$ cat src/inc/mts_pkg.sv
// constants, register map and state layout of the transmit sequencer
package mts_pkg;

  localparam logic [4:0] REG_CTRL1 = 5'h00;
  localparam logic [4:0] REG_CTRL2 = 5'h01;
  localparam logic [4:0] REG_IRQ_EN = 5'h02;
  localparam logic [4:0] REG_IRQ_FLAG = 5'h03;
  localparam logic [4:0] REG_TX_START = 5'h04;
  localparam logic [4:0] REG_TX_LEN = 5'h05;
  localparam logic [4:0] REG_RX_START = 5'h06;
  localparam logic [4:0] REG_STATION0 = 5'h07;
  localparam logic [4:0] REG_STATION1 = 5'h08;
  localparam logic [4:0] REG_STATION2 = 5'h09;
  localparam logic [4:0] REG_MAC_CFG = 5'h0A;
  localparam logic [4:0] REG_TX_STATUS = 5'h0B;
  localparam logic [4:0] REG_WIRE_CNT = 5'h0C;

  localparam int CTRL1_TX_REQ_BIT = 1;
  localparam int CTRL2_SA_INS_BIT = 13;
  localparam int IE_GLOBAL_BIT = 15;
  localparam int IE_DONE_BIT = 3;
  localparam int IE_ABORT_BIT = 2;
  localparam int FLAG_DONE_BIT = 3;
  localparam int FLAG_ABORT_BIT = 2;
  localparam int CFG_FULL_DUP_BIT = 0;
  localparam int CFG_AUTO_FCS_BIT = 4;
  localparam int CFG_PAD_LO = 5;
  localparam int ST_LATE_BIT = 10;
  localparam int ST_RETRY_LIMIT_FLAG_BIT = 9;
  localparam int ST_EXCESS_DEFERRAL_FLAG_BIT = 8;
  localparam int ST_DEFERRED_FLAG_BIT = 7;
  localparam int ST_CRC_MISMATCH_FLAG_BIT = 4;
  localparam int ST_COL_LO = 0;

  localparam logic [2:0] PAD_SEL_RST = 3'h5;
  localparam logic AUTO_FCS_RST = 1'b1;
  localparam logic [15:0] GP_START = 16'h0000;
  localparam logic [15:0] MEM_LAST_DEF = 16'h5FFF;
  localparam logic [15:0] MIN_TX_LEN = 16'h0007;
  localparam logic [2:0] ADDR_BYTES = 3'h6;
  localparam logic [15:0] MIN_FRAME_NO_FCS = 16'h003C;
  localparam logic [15:0] LATE_COL_BYTES = 16'h0040;
  localparam logic [2:0] JAM_BYTES = 3'h4;
  localparam logic [7:0] JAM_BYTE = 8'hAA;
  localparam logic [7:0] PAD_BYTE = 8'h00;
  localparam logic [31:0] CRC_POLY = 32'hEDB88320;
  localparam logic [31:0] CRC_INIT = 32'hFFFFFFFF;
  localparam logic [31:0] CRC_RESIDUE = 32'hDEBB20E3;
  localparam logic [15:0] LFSR_SEED = 16'hACE1;
  localparam int unsigned MAX_RETRIES_DEF = 15;

  localparam int unsigned CLK_PERIOD_NS = 40;
  localparam int unsigned SLOT_TIME_NS = 5120;
  localparam int unsigned SLOT_CYC = (SLOT_TIME_NS + CLK_PERIOD_NS - 1) / CLK_PERIOD_NS;
  localparam int unsigned EXCESS_DEFERRED_FLAG_NS = 242880;
  localparam int unsigned EXCESS_DEFERRED_FLAG_CYC_DEF = EXCESS_DEFERRED_FLAG_NS / CLK_PERIOD_NS;

  typedef enum logic [2:0] {
    ST_IDLE = 3'h0,
    ST_DEFERRED_FLAG = 3'h1,
    ST_DATA = 3'h3,
    ST_SRCADDR = 3'h2,
    ST_PAD = 3'h6,
    ST_FCS = 3'h7,
    ST_JAM = 3'h5,
    ST_BACKOFF = 3'h4
  } mts_state_e;

  typedef struct packed {
    mts_state_e st;
    logic tx_req;
    logic sa_ins;
    logic ie_global;
    logic ie_done;
    logic ie_abort;
    logic fl_done;
    logic fl_abort;
    logic [15:0] tx_start;
    logic [15:0] tx_len;
    logic [15:0] rx_start;
    logic [47:0] station;
    logic full_dup;
    logic auto_fcs;
    logic [2:0] pad_sel;
    logic [15:0] status;
    logic [15:0] wire_cnt;
    logic [15:0] rd_ptr;
    logic [15:0] rd_left;
    logic [2:0] hdr_cnt;
    logic [15:0] frame_cnt;
    logic [15:0] live_wire;
    logic [31:0] crc;
    logic crc_add;
    logic [3:0] col_cnt;
    logic deferred;
    logic aborting;
    logic fail_late;
    logic fail_max;
    logic fail_def;
    logic [15:0] cnt;
    logic [9:0] slots;
    logic [7:0] out_byte;
    logic out_valid;
    logic out_last;
    logic [15:0] rdata;
    logic irq;
    logic [15:0] lfsr;
  } mts_core_s;

  localparam mts_core_s CORE_RST = '{
    st: ST_IDLE,
    auto_fcs: AUTO_FCS_RST,
    pad_sel: PAD_SEL_RST,
    crc: CRC_INIT,
    lfsr: LFSR_SEED,
    default: '0
  };

endpackage : mts_pkg

$ cat src/mts_crc_byte.sv
// one byte step of the reflected ethernet crc-32
`timescale 1ns/1ps
`default_nettype none

module mts_crc_byte
  import mts_pkg::*;
(
  input wire logic [31:0] crc_in,
  input wire logic [7:0] data,
  output logic [31:0] crc_out
);

  logic [31:0] chain [0:8];

  assign chain[0] = crc_in;

  // bits enter lsb first, as they go on the wire
  genvar i;
  generate
    for (i = 0; i < 8; i++) begin : g_bit
      assign chain[i+1] = (chain[i][0] ^ data[i]) ?
                          ((chain[i] >> 1) ^ CRC_POLY) : (chain[i] >> 1);
    end
  endgenerate

  assign crc_out = chain[8];

endmodule : mts_crc_byte

`default_nettype wire

$ cat src/mts_tx_core.sv
// transmit sequencer of the mac: frame build, retries and per-packet status
//
// Behaviour
// host keeps pointer, length, insertion steady
// host keeps receive region start steady
// host enables, clears flags, then global enable
// host loads buffer, pointer, length, then requests
// completion clears request, raises done flag
// start pointer and length stay untouched
// repeated request resends the same packet
// status and wire count latched per transmission
// host reads status only with request clear
// late, retry and deferral failure flags
// failure sets flag and drops request
// crc mismatch flag when software appends crc
// deferred flag when transmit had to wait
// four-bit collision tally in status
// wire count holds bytes actually sent
// full duplex count includes pad and crc
// half duplex count adds retry bytes
// padding and auto crc on after reset
// insertion enable adds station source address
// request starts; host clear aborts, with jam only while sending; a clear during a collision jam does not abort and the frame is retried
// read wraps at region ends
// length counts only fetched bytes
// request refused for length seven or less
`timescale 1ns/1ps
`default_nettype none

module mts_tx_core
  import mts_pkg::*;
#(
  parameter logic [15:0] MEM_LAST = MEM_LAST_DEF,
  parameter int unsigned MAX_RETRIES = MAX_RETRIES_DEF,
  parameter int unsigned EXCESS_DEFERRED_FLAG_CYC = EXCESS_DEFERRED_FLAG_CYC_DEF
) (
  input wire logic clock,
  input wire logic rst_b,
  input wire logic [4:0] reg_addr,
  input wire logic reg_wr,
  input wire logic [15:0] reg_wdata,
  output logic [15:0] reg_rdata,
  output logic [15:0] mem_addr,
  input wire logic [7:0] mem_rd_data,
  output logic [7:0] tx_data,
  output logic tx_valid,
  output logic tx_last,
  input wire logic tx_ready,
  input wire logic carrier_sense,
  input wire logic collision,
  input wire logic pause_hold,
  output logic irq
);

  generate
    if (MAX_RETRIES > 15) begin : g_bad_retries
      $error("MAX_RETRIES must fit the four-bit collision tally");
    end
    if (EXCESS_DEFERRED_FLAG_CYC < 1 || EXCESS_DEFERRED_FLAG_CYC > 65535) begin : g_bad_deferred_flag
      $error("EXCESS_DEFERRED_FLAG_CYC must lie in 1..65535");
    end
  endgenerate

  mts_core_s q;
  mts_core_s d;

  logic [31:0] crc_next;
  logic [31:0] crc_cur;
  logic [31:0] fcs_val;
  logic ld;
  logic emit;
  logic covered;
  logic last_v;
  logic [7:0] byte_v;
  logic tail_next;
  logic finish;
  logic restart;
  logic host_clear;
  logic busy_med;
  logic coll;
  logic sending;
  logic pad_on;
  logic [3:0] bo_exp;

  mts_crc_byte u_crc (
    .crc_in (q.crc),
    .data (q.out_byte),
    .crc_out (crc_next)
  );

  // the gp region ends just below the receive region, which ends at the top
  function automatic logic [15:0] next_ptr(input logic [15:0] p, input logic [15:0] rxs);
    if (p == rxs - 16'h0001) begin
      next_ptr = GP_START;
    end else if (p == MEM_LAST) begin
      next_ptr = rxs;
    end else begin
      next_ptr = p + 16'h0001;
    end
  endfunction : next_ptr

  always_comb begin
    d = q;
    emit = 1'b0;
    covered = 1'b0;
    last_v = 1'b0;
    byte_v = PAD_BYTE;
    tail_next = 1'b0;
    finish = 1'b0;
    restart = 1'b0;
    bo_exp = 4'h0;
    ld = !q.out_valid || tx_ready;
    busy_med = pause_hold || (!q.full_dup && carrier_sense);
    coll = collision && !q.full_dup;
    sending = (q.st == ST_DATA) || (q.st == ST_SRCADDR) || (q.st == ST_PAD) ||
              (q.st == ST_FCS);
    pad_on = q.auto_fcs && (q.pad_sel != 3'h0);
    host_clear = reg_wr && (reg_addr == REG_CTRL1) &&
                 !reg_wdata[CTRL1_TX_REQ_BIT] && q.tx_req;
    crc_cur = q.crc_add ? crc_next : q.crc;
    fcs_val = ~crc_cur;

    if (q.out_valid && tx_ready) begin
      d.out_valid = 1'b0;
    end
    d.crc_add = 1'b0;
    if (q.crc_add) begin
      d.crc = crc_next;
    end
    d.lfsr = {q.lfsr[14:0], q.lfsr[15] ^ q.lfsr[13] ^ q.lfsr[12] ^ q.lfsr[10]};

    // register writes come first so that hardware updates below win
    if (reg_wr) begin
      if (reg_addr == REG_CTRL1) begin
        if (!reg_wdata[CTRL1_TX_REQ_BIT]) begin
          d.tx_req = 1'b0;
        end else if (q.tx_len > MIN_TX_LEN) begin
          d.tx_req = 1'b1;
        end
      end else if (reg_addr == REG_CTRL2) begin
        d.sa_ins = reg_wdata[CTRL2_SA_INS_BIT];
      end else if (reg_addr == REG_IRQ_EN) begin
        d.ie_global = reg_wdata[IE_GLOBAL_BIT];
        d.ie_done = reg_wdata[IE_DONE_BIT];
        d.ie_abort = reg_wdata[IE_ABORT_BIT];
      end else if (reg_addr == REG_IRQ_FLAG) begin
        d.fl_done = reg_wdata[FLAG_DONE_BIT];
        d.fl_abort = reg_wdata[FLAG_ABORT_BIT];
      end else if (reg_addr == REG_TX_START) begin
        d.tx_start = reg_wdata;
      end else if (reg_addr == REG_TX_LEN) begin
        d.tx_len = reg_wdata;
      end else if (reg_addr == REG_RX_START) begin
        d.rx_start = reg_wdata;
      end else if (reg_addr == REG_STATION0) begin
        d.station[15:0] = reg_wdata;
      end else if (reg_addr == REG_STATION1) begin
        d.station[31:16] = reg_wdata;
      end else if (reg_addr == REG_STATION2) begin
        d.station[47:32] = reg_wdata;
      end else if (reg_addr == REG_MAC_CFG) begin
        d.full_dup = reg_wdata[CFG_FULL_DUP_BIT];
        d.auto_fcs = reg_wdata[CFG_AUTO_FCS_BIT];
        d.pad_sel = reg_wdata[CFG_PAD_LO +: 3];
      end
    end

    if (sending && (host_clear || coll)) begin
      d.st = ST_JAM;
      d.cnt = 16'h0000;
      if (host_clear) begin
        d.aborting = 1'b1;
      end else begin
        if (q.col_cnt != 4'hF) begin
          d.col_cnt = q.col_cnt + 4'h1;
        end
        if (q.frame_cnt >= LATE_COL_BYTES) begin
          d.fail_late = 1'b1;
        end else if (q.col_cnt == 4'(MAX_RETRIES)) begin
          d.fail_max = 1'b1;
        end
      end
    end else begin
      case (q.st)
        ST_IDLE: begin
          if (q.tx_req) begin
            // a fresh copy of pointer and length; the programmed ones stay put
            restart = 1'b1;
            d.col_cnt = 4'h0;
            d.deferred = 1'b0;
            d.aborting = 1'b0;
            d.fail_late = 1'b0;
            d.fail_max = 1'b0;
            d.fail_def = 1'b0;
            d.live_wire = 16'h0000;
          end
        end
        ST_DEFERRED_FLAG: begin
          if (host_clear) begin
            d.aborting = 1'b1;
            finish = 1'b1;
          end else if (busy_med) begin
            d.deferred = 1'b1;
            d.cnt = q.cnt + 16'h0001;
            if (!q.full_dup && (q.cnt == 16'(EXCESS_DEFERRED_FLAG_CYC - 1))) begin
              d.fail_def = 1'b1;
              finish = 1'b1;
            end
          end else begin
            d.st = ST_DATA;
          end
        end
        ST_DATA: begin
          if (ld) begin
            emit = 1'b1;
            covered = 1'b1;
            byte_v = mem_rd_data;
            d.rd_ptr = next_ptr(q.rd_ptr, q.rx_start);
            d.rd_left = q.rd_left - 16'h0001;
            if (q.hdr_cnt != ADDR_BYTES) begin
              d.hdr_cnt = q.hdr_cnt + 3'h1;
            end
            if (q.rd_left == 16'h0001) begin
              tail_next = 1'b1;
            end else if (q.sa_ins && (q.hdr_cnt == ADDR_BYTES - 3'h1)) begin
              d.st = ST_SRCADDR;
              d.cnt = 16'h0000;
            end
          end
        end
        ST_SRCADDR: begin
          if (ld) begin
            emit = 1'b1;
            covered = 1'b1;
            byte_v = q.station[{q.cnt[2:0], 3'h0} +: 8];
            d.cnt = q.cnt + 16'h0001;
            if (q.cnt[2:0] == ADDR_BYTES - 3'h1) begin
              d.st = ST_DATA;
            end
          end
        end
        ST_PAD: begin
          if (ld) begin
            emit = 1'b1;
            covered = 1'b1;
            byte_v = PAD_BYTE;
            tail_next = 1'b1;
          end
        end
        ST_FCS: begin
          if (!q.auto_fcs) begin
            // software crc already went out; the residue shows whether it was right
            d.status[ST_CRC_MISMATCH_FLAG_BIT] = (crc_cur != CRC_RESIDUE);
            finish = 1'b1;
          end else if (ld) begin
            emit = 1'b1;
            byte_v = fcs_val[{q.cnt[1:0], 3'h0} +: 8];
            d.cnt = q.cnt + 16'h0001;
            if (q.cnt[1:0] == 2'h3) begin
              last_v = 1'b1;
              finish = 1'b1;
            end
          end
        end
        ST_JAM: begin
          if (ld) begin
            emit = 1'b1;
            byte_v = JAM_BYTE;
            d.cnt = q.cnt + 16'h0001;
            if (q.cnt[2:0] == JAM_BYTES - 3'h1) begin
              last_v = 1'b1;
              if (q.aborting || q.fail_late || q.fail_max) begin
                finish = 1'b1;
              end else begin
                // truncated binary exponential backoff, capped at ten doublings
                bo_exp = (q.col_cnt > 4'hA) ? 4'hA : q.col_cnt;
                d.slots = q.lfsr[9:0] & (10'h3FF >> (4'hA - bo_exp));
                d.cnt = 16'h0000;
                d.st = ST_BACKOFF;
              end
            end
          end
        end
        ST_BACKOFF: begin
          if (host_clear) begin
            d.aborting = 1'b1;
            finish = 1'b1;
          end else if (q.slots == 10'h000) begin
            restart = 1'b1;
          end else if (q.cnt == 16'(SLOT_CYC - 1)) begin
            d.cnt = 16'h0000;
            d.slots = q.slots - 10'h001;
          end else begin
            d.cnt = q.cnt + 16'h0001;
          end
        end
        default: begin
          d.st = ST_IDLE;
        end
      endcase
    end

    if (tail_next) begin
      if (pad_on && (q.frame_cnt + 16'h0001 < MIN_FRAME_NO_FCS)) begin
        d.st = ST_PAD;
      end else begin
        d.st = ST_FCS;
        d.cnt = 16'h0000;
      end
    end

    if (restart) begin
      d.st = ST_DEFERRED_FLAG;
      d.rd_ptr = q.tx_start;
      d.rd_left = q.tx_len;
      d.hdr_cnt = 3'h0;
      d.frame_cnt = 16'h0000;
      d.crc = CRC_INIT;
      d.crc_add = 1'b0;
      d.cnt = 16'h0000;
    end

    if (emit) begin
      d.out_byte = byte_v;
      d.out_valid = 1'b1;
      d.out_last = last_v;
      d.live_wire = q.live_wire + 16'h0001;
      if (q.st != ST_JAM) begin
        d.frame_cnt = q.frame_cnt + 16'h0001;
      end
      d.crc_add = covered;
    end

    if (finish) begin
      d.st = ST_IDLE;
      d.tx_req = 1'b0;
      d.wire_cnt = d.live_wire;
      d.status[ST_LATE_BIT] = d.fail_late;
      d.status[ST_RETRY_LIMIT_FLAG_BIT] = d.fail_max;
      d.status[ST_EXCESS_DEFERRAL_FLAG_BIT] = d.fail_def;
      d.status[ST_DEFERRED_FLAG_BIT] = d.deferred;
      d.status[ST_COL_LO +: 4] = d.col_cnt;
      if (q.st != ST_FCS || q.auto_fcs) begin
        d.status[ST_CRC_MISMATCH_FLAG_BIT] = 1'b0;
      end
      if (d.fail_late || d.fail_max || d.fail_def || d.aborting) begin
        d.fl_abort = 1'b1;
      end else begin
        d.fl_done = 1'b1;
      end
    end

    d.irq = q.ie_global && ((q.fl_done && q.ie_done) || (q.fl_abort && q.ie_abort));

    if (reg_addr == REG_CTRL1) begin
      d.rdata = 16'(q.tx_req) << CTRL1_TX_REQ_BIT;
    end else if (reg_addr == REG_CTRL2) begin
      d.rdata = 16'(q.sa_ins) << CTRL2_SA_INS_BIT;
    end else if (reg_addr == REG_IRQ_EN) begin
      d.rdata = (16'(q.ie_global) << IE_GLOBAL_BIT) | (16'(q.ie_done) << IE_DONE_BIT) |
                (16'(q.ie_abort) << IE_ABORT_BIT);
    end else if (reg_addr == REG_IRQ_FLAG) begin
      d.rdata = (16'(q.fl_done) << FLAG_DONE_BIT) | (16'(q.fl_abort) << FLAG_ABORT_BIT);
    end else if (reg_addr == REG_TX_START) begin
      d.rdata = q.tx_start;
    end else if (reg_addr == REG_TX_LEN) begin
      d.rdata = q.tx_len;
    end else if (reg_addr == REG_RX_START) begin
      d.rdata = q.rx_start;
    end else if (reg_addr == REG_STATION0) begin
      d.rdata = q.station[15:0];
    end else if (reg_addr == REG_STATION1) begin
      d.rdata = q.station[31:16];
    end else if (reg_addr == REG_STATION2) begin
      d.rdata = q.station[47:32];
    end else if (reg_addr == REG_MAC_CFG) begin
      d.rdata = (16'(q.full_dup) << CFG_FULL_DUP_BIT) | (16'(q.auto_fcs) << CFG_AUTO_FCS_BIT) |
                (16'(q.pad_sel) << CFG_PAD_LO);
    end else if (reg_addr == REG_TX_STATUS) begin
      d.rdata = q.status;
    end else if (reg_addr == REG_WIRE_CNT) begin
      d.rdata = q.wire_cnt;
    end else begin
      d.rdata = 16'h0000;
    end
  end

  always_ff @(posedge clock or negedge rst_b) begin
    if (!rst_b) begin
      q <= CORE_RST;
    end else begin
      q <= d;
    end
  end

  assign reg_rdata = q.rdata;
  assign mem_addr = q.rd_ptr;
  assign tx_data = q.out_byte;
  assign tx_valid = q.out_valid;
  assign tx_last = q.out_last;
  assign irq = q.irq;

endmodule : mts_tx_core

`default_nettype wire

$ cat config.mk
export PLATFORM = sky130hd
export DESIGN_NAME = mts_tx_core
export DESIGN_NICKNAME = d
export VERILOG_FILES = /design/src/inc/mts_pkg.sv /design/src/mts_crc_byte.sv /design/src/mts_tx_core.sv
export SDC_FILE = /design/constraint.sdc
export NUM_CORES = 1
export LEC_CHECK = 0
export BUFFER_PORTS_ARGS = -buffer_cell sky130_fd_sc_hd__buf_2
export CAP_MARGIN = 15
export CORE_ASPECT_RATIO = 1.2
export CORE_MARGIN = 2
export CORE_UTILIZATION = 38
export CTS_CLUSTER_SIZE = 24
export DETAILED_ROUTE_END_ITERATION = 16
export SLEW_MARGIN = 40
export SYNTH_ARGS = -nofsm -noshare
export SYNTH_HDL_FRONTEND = slang
export SYNTH_HIERARCHICAL = 1
export SYNTH_SLANG_ARGS = --single-unit
$ cat constraint.sdc
create_clock -name clock -period 4.9 [get_ports clock]
set_input_delay 0.245 -clock clock [delete_from_list [all_inputs] [get_ports clock]]
set_output_delay 0.245 -clock clock [all_outputs]
set_load 0.1 [all_outputs]
After elaboration in Yosys (flattened, before gate mapping)
Cells that the tools add are included.

word-level totals
  register bits after elaboration = 314
  bits of input ports = 36
  output and inout port bits = 43
  word-level logic and storage cells = 374

operators by class
  $add $sub $neg = 10
  order comparisons = 4
  equality and inequality tests = 52
  shifts and indexed selects = 3
  mux-type cells = 168
  bitwise logic cells = 37
  reduce and logical (&&, ||, !) cells = 59

operators with widths
  cell                                            number
  2-to-1 mux 16 bit                               36
  2-to-1 mux 32 bit                               11
  2-to-1 mux 26 bit                               5
  inverter 13 -> 14 bit                           8
  2-to-1 mux 108 bit                              1
  2-to-1 mux 107 bit                              1
  2-to-1 mux 106 bit                              1
  2-to-1 mux 35 bit                               3
  2-to-1 mux 103 bit                              1
  2-to-1 mux 101 bit                              1
  one-hot mux 16 bit (6 select lines)             1
  2-to-1 mux 85 bit                               1
  2-to-1 mux 69 bit                               1
  adder 16 x 1 -> 16 bit (second input constant)  4
  2-to-1 mux 53 bit                               1
  2-to-1 mux 51 bit                               1
  2-to-1 mux 1 bit                                49
  2-to-1 mux 3 bit                                16
  2-to-1 mux 8 bit                                6
  variable part select 48 x 7 -> 8 bit            1
  inequality test 6 bit (second input constant)   6
  2-to-1 mux 17 bit                               2
  2-to-1 mux 33 bit                               1
  inequality test 32 bit (second input constant)  1
  72 further kinds                                174

Longest topological paths before layout
  depth after elaboration = 23
  gate-level depth with buffers = 12
  mapped depth without buffers = 12

Cells and area by module
Netlist, hierarchy kept.

modules (own cells, without submodules)
  module        times used  cells each  area an instance (um^2)
  mts_tx_core   1           1819        17949.7
  mts_crc_byte  1           66          983.4

Least setup slack after synthesis
OpenSTA, ideal clock, no wires.

  path kind = register to register
  start = register q[263] in the netlist's numbering
  end = register q, in the netlist mem_addr[8]
  data arrival time = 2.633 ns
  data required time = 4.773 ns
  slack = 2.140 ns
  cell stages (with the launch flop) = 12
  clock period less this slack = 2.760 ns
  cells stage by stage = dfrtp_1 > clkbuf_1 > inv_1 > ha_1 > nor4b_4 > nand2_2 > or4_1 > xnor2_1 > o2111ai_1 > nor4_4 > buf_4 > o21ai_1

between the ends
  word-level cells in the longest chain between the ends = 7

RTL lines
  item                         line                text
  start: declaration           mts_tx_core.sv:64   mts_core_s q;
  start signal: assignment     mts_tx_core.sv:390  q <= CORE_RST;
  start signal: assignment     mts_tx_core.sv:392  q <= d;
  subtractor 16 x 1 -> 16 bit  mts_tx_core.sv:93   if (p == rxs - 16'h0001) begin
  == test 16 bit               mts_tx_core.sv:93
  2-to-1 mux 16 bit            mts_tx_core.sv:93
  2-to-1 mux 35 bit            mts_tx_core.sv:214  if (ld) begin
  2-to-1 mux 35 bit            mts_tx_core.sv:184  case (q.st)
  2-to-1 mux 35 bit            mts_tx_core.sv:168  if (sending && (host_clear || coll)) begin
  2-to-1 mux 51 bit            mts_tx_core.sv:312  if (restart) begin

Every way passes these cells. The select of a mux whose other input is x is not followed.
A chain may end at the register's enable or synchronous reset.

Final worst setup path
  start = register q[43] in the netlist's numbering
  end = register q, in the netlist mem_addr[5]

between the ends
  word-level cells in the longest chain between the ends = 7
  elaborated cells on any way between the ends = 10
  classes of those cells = 1 x eq/ne; 5 x mux; 4 x reduce/logical

RTL lines
  item                                                                          line                text
  logical NOT 10 bit (*)                                                        mts_tx_core.sv:288  end else if (q.slots == 10'h000) begin
  2-to-1 mux 1 bit (*)                                                          mts_tx_core.sv:288
  2-to-1 mux 1 bit (*)                                                          mts_tx_core.sv:285  if (host_clear) begin
  one-hot mux 1 bit (2 select lines) (*)                                        mts_tx_core.sv:184
  2-to-1 mux 1 bit (*)                                                          mts_tx_core.sv:168
  inequality test 2 bit (no source line) or nonzero test 2 bit (tied branches)  -
  AND reduction 3 bit (no source line)                                          -

Mark *: on every way between the ends. The rest lies on a longest branch, timed or not.

==> impl_metrics.json <==
{
  "status": "completed",
  "firstDrtPassIters": 8,
  "overflow": 0,
  "period_minus_slack_ns": 3.28,
  "synth_commonest_cells": "dfrtp_1 (271), nand2_1 (212), mux2_2 (135)",
  "yosysUniqueCellTypes": 92,
  "synth_fp_nets": 1943,
  "rrSetupSlack_ns": 1.62,
  "wl_met1_um": 23900,
  "wl_per_cell_um": 22.3,
  "crit_chain": "inv_1, ha_1, or4b_2, nor4_2, a21oi_4, a21o_2, nor2_4, o211ai_1, o21ai_0",
  "cts.path.max_buffers": 3,
  "required_ns": 5.38,
  "cp_slowest_stage_delay_ns": 0.62,
  "crit_fanout": 34,
  "drt_iter0_drc": 1122,
  "start_kind": "flop",
  "place_inst": 2461,
  "clk_pin_slew_ns": 0.06,
  "dr_wl_met2_um": 26900,
  "p_leak_nw": 8.75,
  "drive_gt1_share_pct": 22.1,
  "setup_viol": 0,
  "std_cell_rows": 89,
  "avgSynthCellArea_um2": 10.0,
  "synth_seq_cells": 314,
  "critical_path_class": "reg -> reg",
  "met3_wirelength_um": 3160,
  "crit_start": "q[43]$_DFFE_PN0P_",
  "cts_buffers": 37,
  "rsz0062_at_grt": "false",
  "timing.rr.end": "mem_addr[5]$_DFFE_PN0P_",
  "cts.htree.levels": 2,
  "die_area_um2": 51600,
  "max_freq_mhz": 305,
  "synth-edff-count": 0,
  "crit_path_end_kind": "flop",
  "netlist.area_leader.share_pct": 35.8,
  "hp-start": "reg_wdata[5]",
  "grt_usage_pct": 21.5,
  "slew_headroom_pct": 42.9,
  "io_pins": 79,
  "skew_ns": 0.0277,
  "ys_warn_count": 6,
  "viasPerCell": 5.94,
  "start_util_pct": 38.5,
  "synth-main-ff-cell": "dfrtp_1",
  "top_layer": "met4",
  "syn2layout_area_growth_pct": 9.99,
  "cts_tree": "yes",
  "worstHoldPathCells": 3,
  "synth_area_leaders": "dfrtp_1 (36%), mux2_2 (8.0%), dfstp_2 (6.0%)",
  "async_reset_ff_share_pct": 100,
  "postCtsSetupBuffers": 0,
  "fin_tns_setup_ns": 0,
  "hold_viol_final": 0,
  "clk_latency_ns": 0.57,
  "ff2ff_path_depth": 9,
  "drv_cap": 0,
  "root_buffer": "clkbuf_16",
  "vias": 15100,
  "detail-route-antenna-nets": 0,
  "critPathArrivalTime_ns": 3.76,
  "finalCritPeriodShare_pct": 66.9,
  "fin_nets": 1924,
  "r2r-start": "q[43]$_DFFE_PN0P_",
  "synth_top_cell_by_area": "dfrtp_1",
  "grt_max_degree": 70,
  "gp_congestion": 0.926,
  "drt_wl_total_um": 56500,
  "cp_slowest_cell": "or4b_2",
  "tightest_slew_ns": 0.857,
  "die_y_um": 249,
  "first_global_vias": 14800,
  "ir_worst_vdd_uv": 535,
  "slew_viol_final": 0,
  "ys_seq_area_share_pct": 41.8,
  "core_um2": 49200,
  "grt_pass1_wl_um": 87600,
  "yosysMostFrequentCell": "dfrtp_1",
  "port_buffers": 78,
  "cts_sinks": 314,
  "whs_endpoint": "q[210]$_DFFE_PN1P_",
  "syn-instance-count": 1885,
  "dp_hpwl_um": 40900,
  "hold_path_class": "in -> reg",
  "power.density_nw_per_um2": 704,
  "stdcell_count": 2535,
  "antenna_found_initial": 4,
  "syn-cell-area_um2": 18900,
  "drcViolationCount": 0,
  "dieWidth_um": 208
}
## state kept, by name, summed over array words and instances, names as in the netlist
| register | cells |
|---|---|
| mem_addr | 16 |
| tx_valid | 1 |
| irq | 1 |
| q | 256 |
| d | 15 |
| reg_rdata | 16 |
| tx_last | 1 |
| tx_data | 8 |
## metal layers
metal,vias to the layer above,track usage [%]
li1,6843,-
met1,7590,28.4
met2,503,35.2
met3,124,2.78
met4,0,9.73
met5,-,0
## worst max-delay path, delay by kind of cell (launching register included)
kind | cells | cell delay, ns
buffers and inverters | 1 | 0.12
AOI/OAI and AO/OA | 4 | 0.91
and+or+nand+nor | 3 | 1.58
DFF | 1 | 0.40
adders and majority gates | 1 | 0.15
## area by class of cell
cell class / instances / area (um^2)
diodes: 3 / 7.51
clock buffers: 56 / 1140
clock inverters: 12 / 103
fillers: 4748 / 28400
inverters: 45 / 169
multi-input cells: 1365 / 10100
flip-flops and latches: 314 / 7910
well taps: 637 / 797
repair buffers: 103 / 617
## through the flow
step                cell area, um^2  hold WS (ns)  utilization, %  power (mW)  setup WS (ns)
global route                  20800        0.0677            42.3        15.5           1.36
global placement              19400         0.341            39.5        11.7           1.44
detailed placement            19500         0.219            39.7        11.8           1.53
CTS                           20800        0.0266            42.2        14.7           1.52
finish                        20800        0.0657            42.3        14.7           1.62
floorplan                     18900       -0.0506               -        10.2           2.14
## worst max-delay path by stage
stage / slack [ns] / end / depth (start not counted)
after floorplan: 2.14 / mem_addr[8]$_DFFE_PN0P_ / 11
after global placement: 1.44 / mem_addr[3]$_DFFE_PN0P_ / 9
after detailed placement: 1.53 / mem_addr[4]$_DFFE_PN0P_ / 9
after CTS: 1.52 / mem_addr[4]$_DFFE_PN0P_ / 9
after global routing: 1.36 / mem_addr[5]$_DFFE_PN0P_ / 9
final: 1.62 / mem_addr[5]$_DFFE_PN0P_ / 9
## report_power, final
group          internal [mW]  switching (mW)
registers               3.38           0.993
logic                   3.14            4.34
clock network           1.67            1.14
total                   8.19            6.48
## cell usage in the layout, fill, tap and decap left out, types with 16 or more instances in the layout
cell type,n
a21oi_1,87
a22oi_1,31
a31oi_1,22
and3_1,17
buf_2,77
buf_4,21
clkbuf_16,39
dfrtp_1,270
dfstp_2,43
ha_1,22
inv_1,44
mux2_2,135
mux2i_1,60
mux4_2,24
nand2_1,211
nand3_1,47
nand4_1,30
nor2_1,99
nor2b_1,17
nor3_1,42
nor4_1,25
o211ai_1,16
o21ai_0,128
o22ai_1,19
o31ai_1,22
xnor2_1,47
xnor3_1,18
xor2_1,24
## cells by family after synthesis
group	share of synthesized area [%]
AO/OA/AOI/OAI	15.0
XOR/XNOR	6.81
adder cells (fa/ha/maj)	1.45
buffers and inverters	5.37
flip-flops	41.8
multiplexers	14.1
AND/OR/NAND/NOR	15.5
## what timing repair did
action                                 CTS  global route
endpoints found under the hold margin   56             0
gates resized for setup                  0             0
hold buffers                             2             0
No activity file was read; power rests on OpenSTA's default activity.
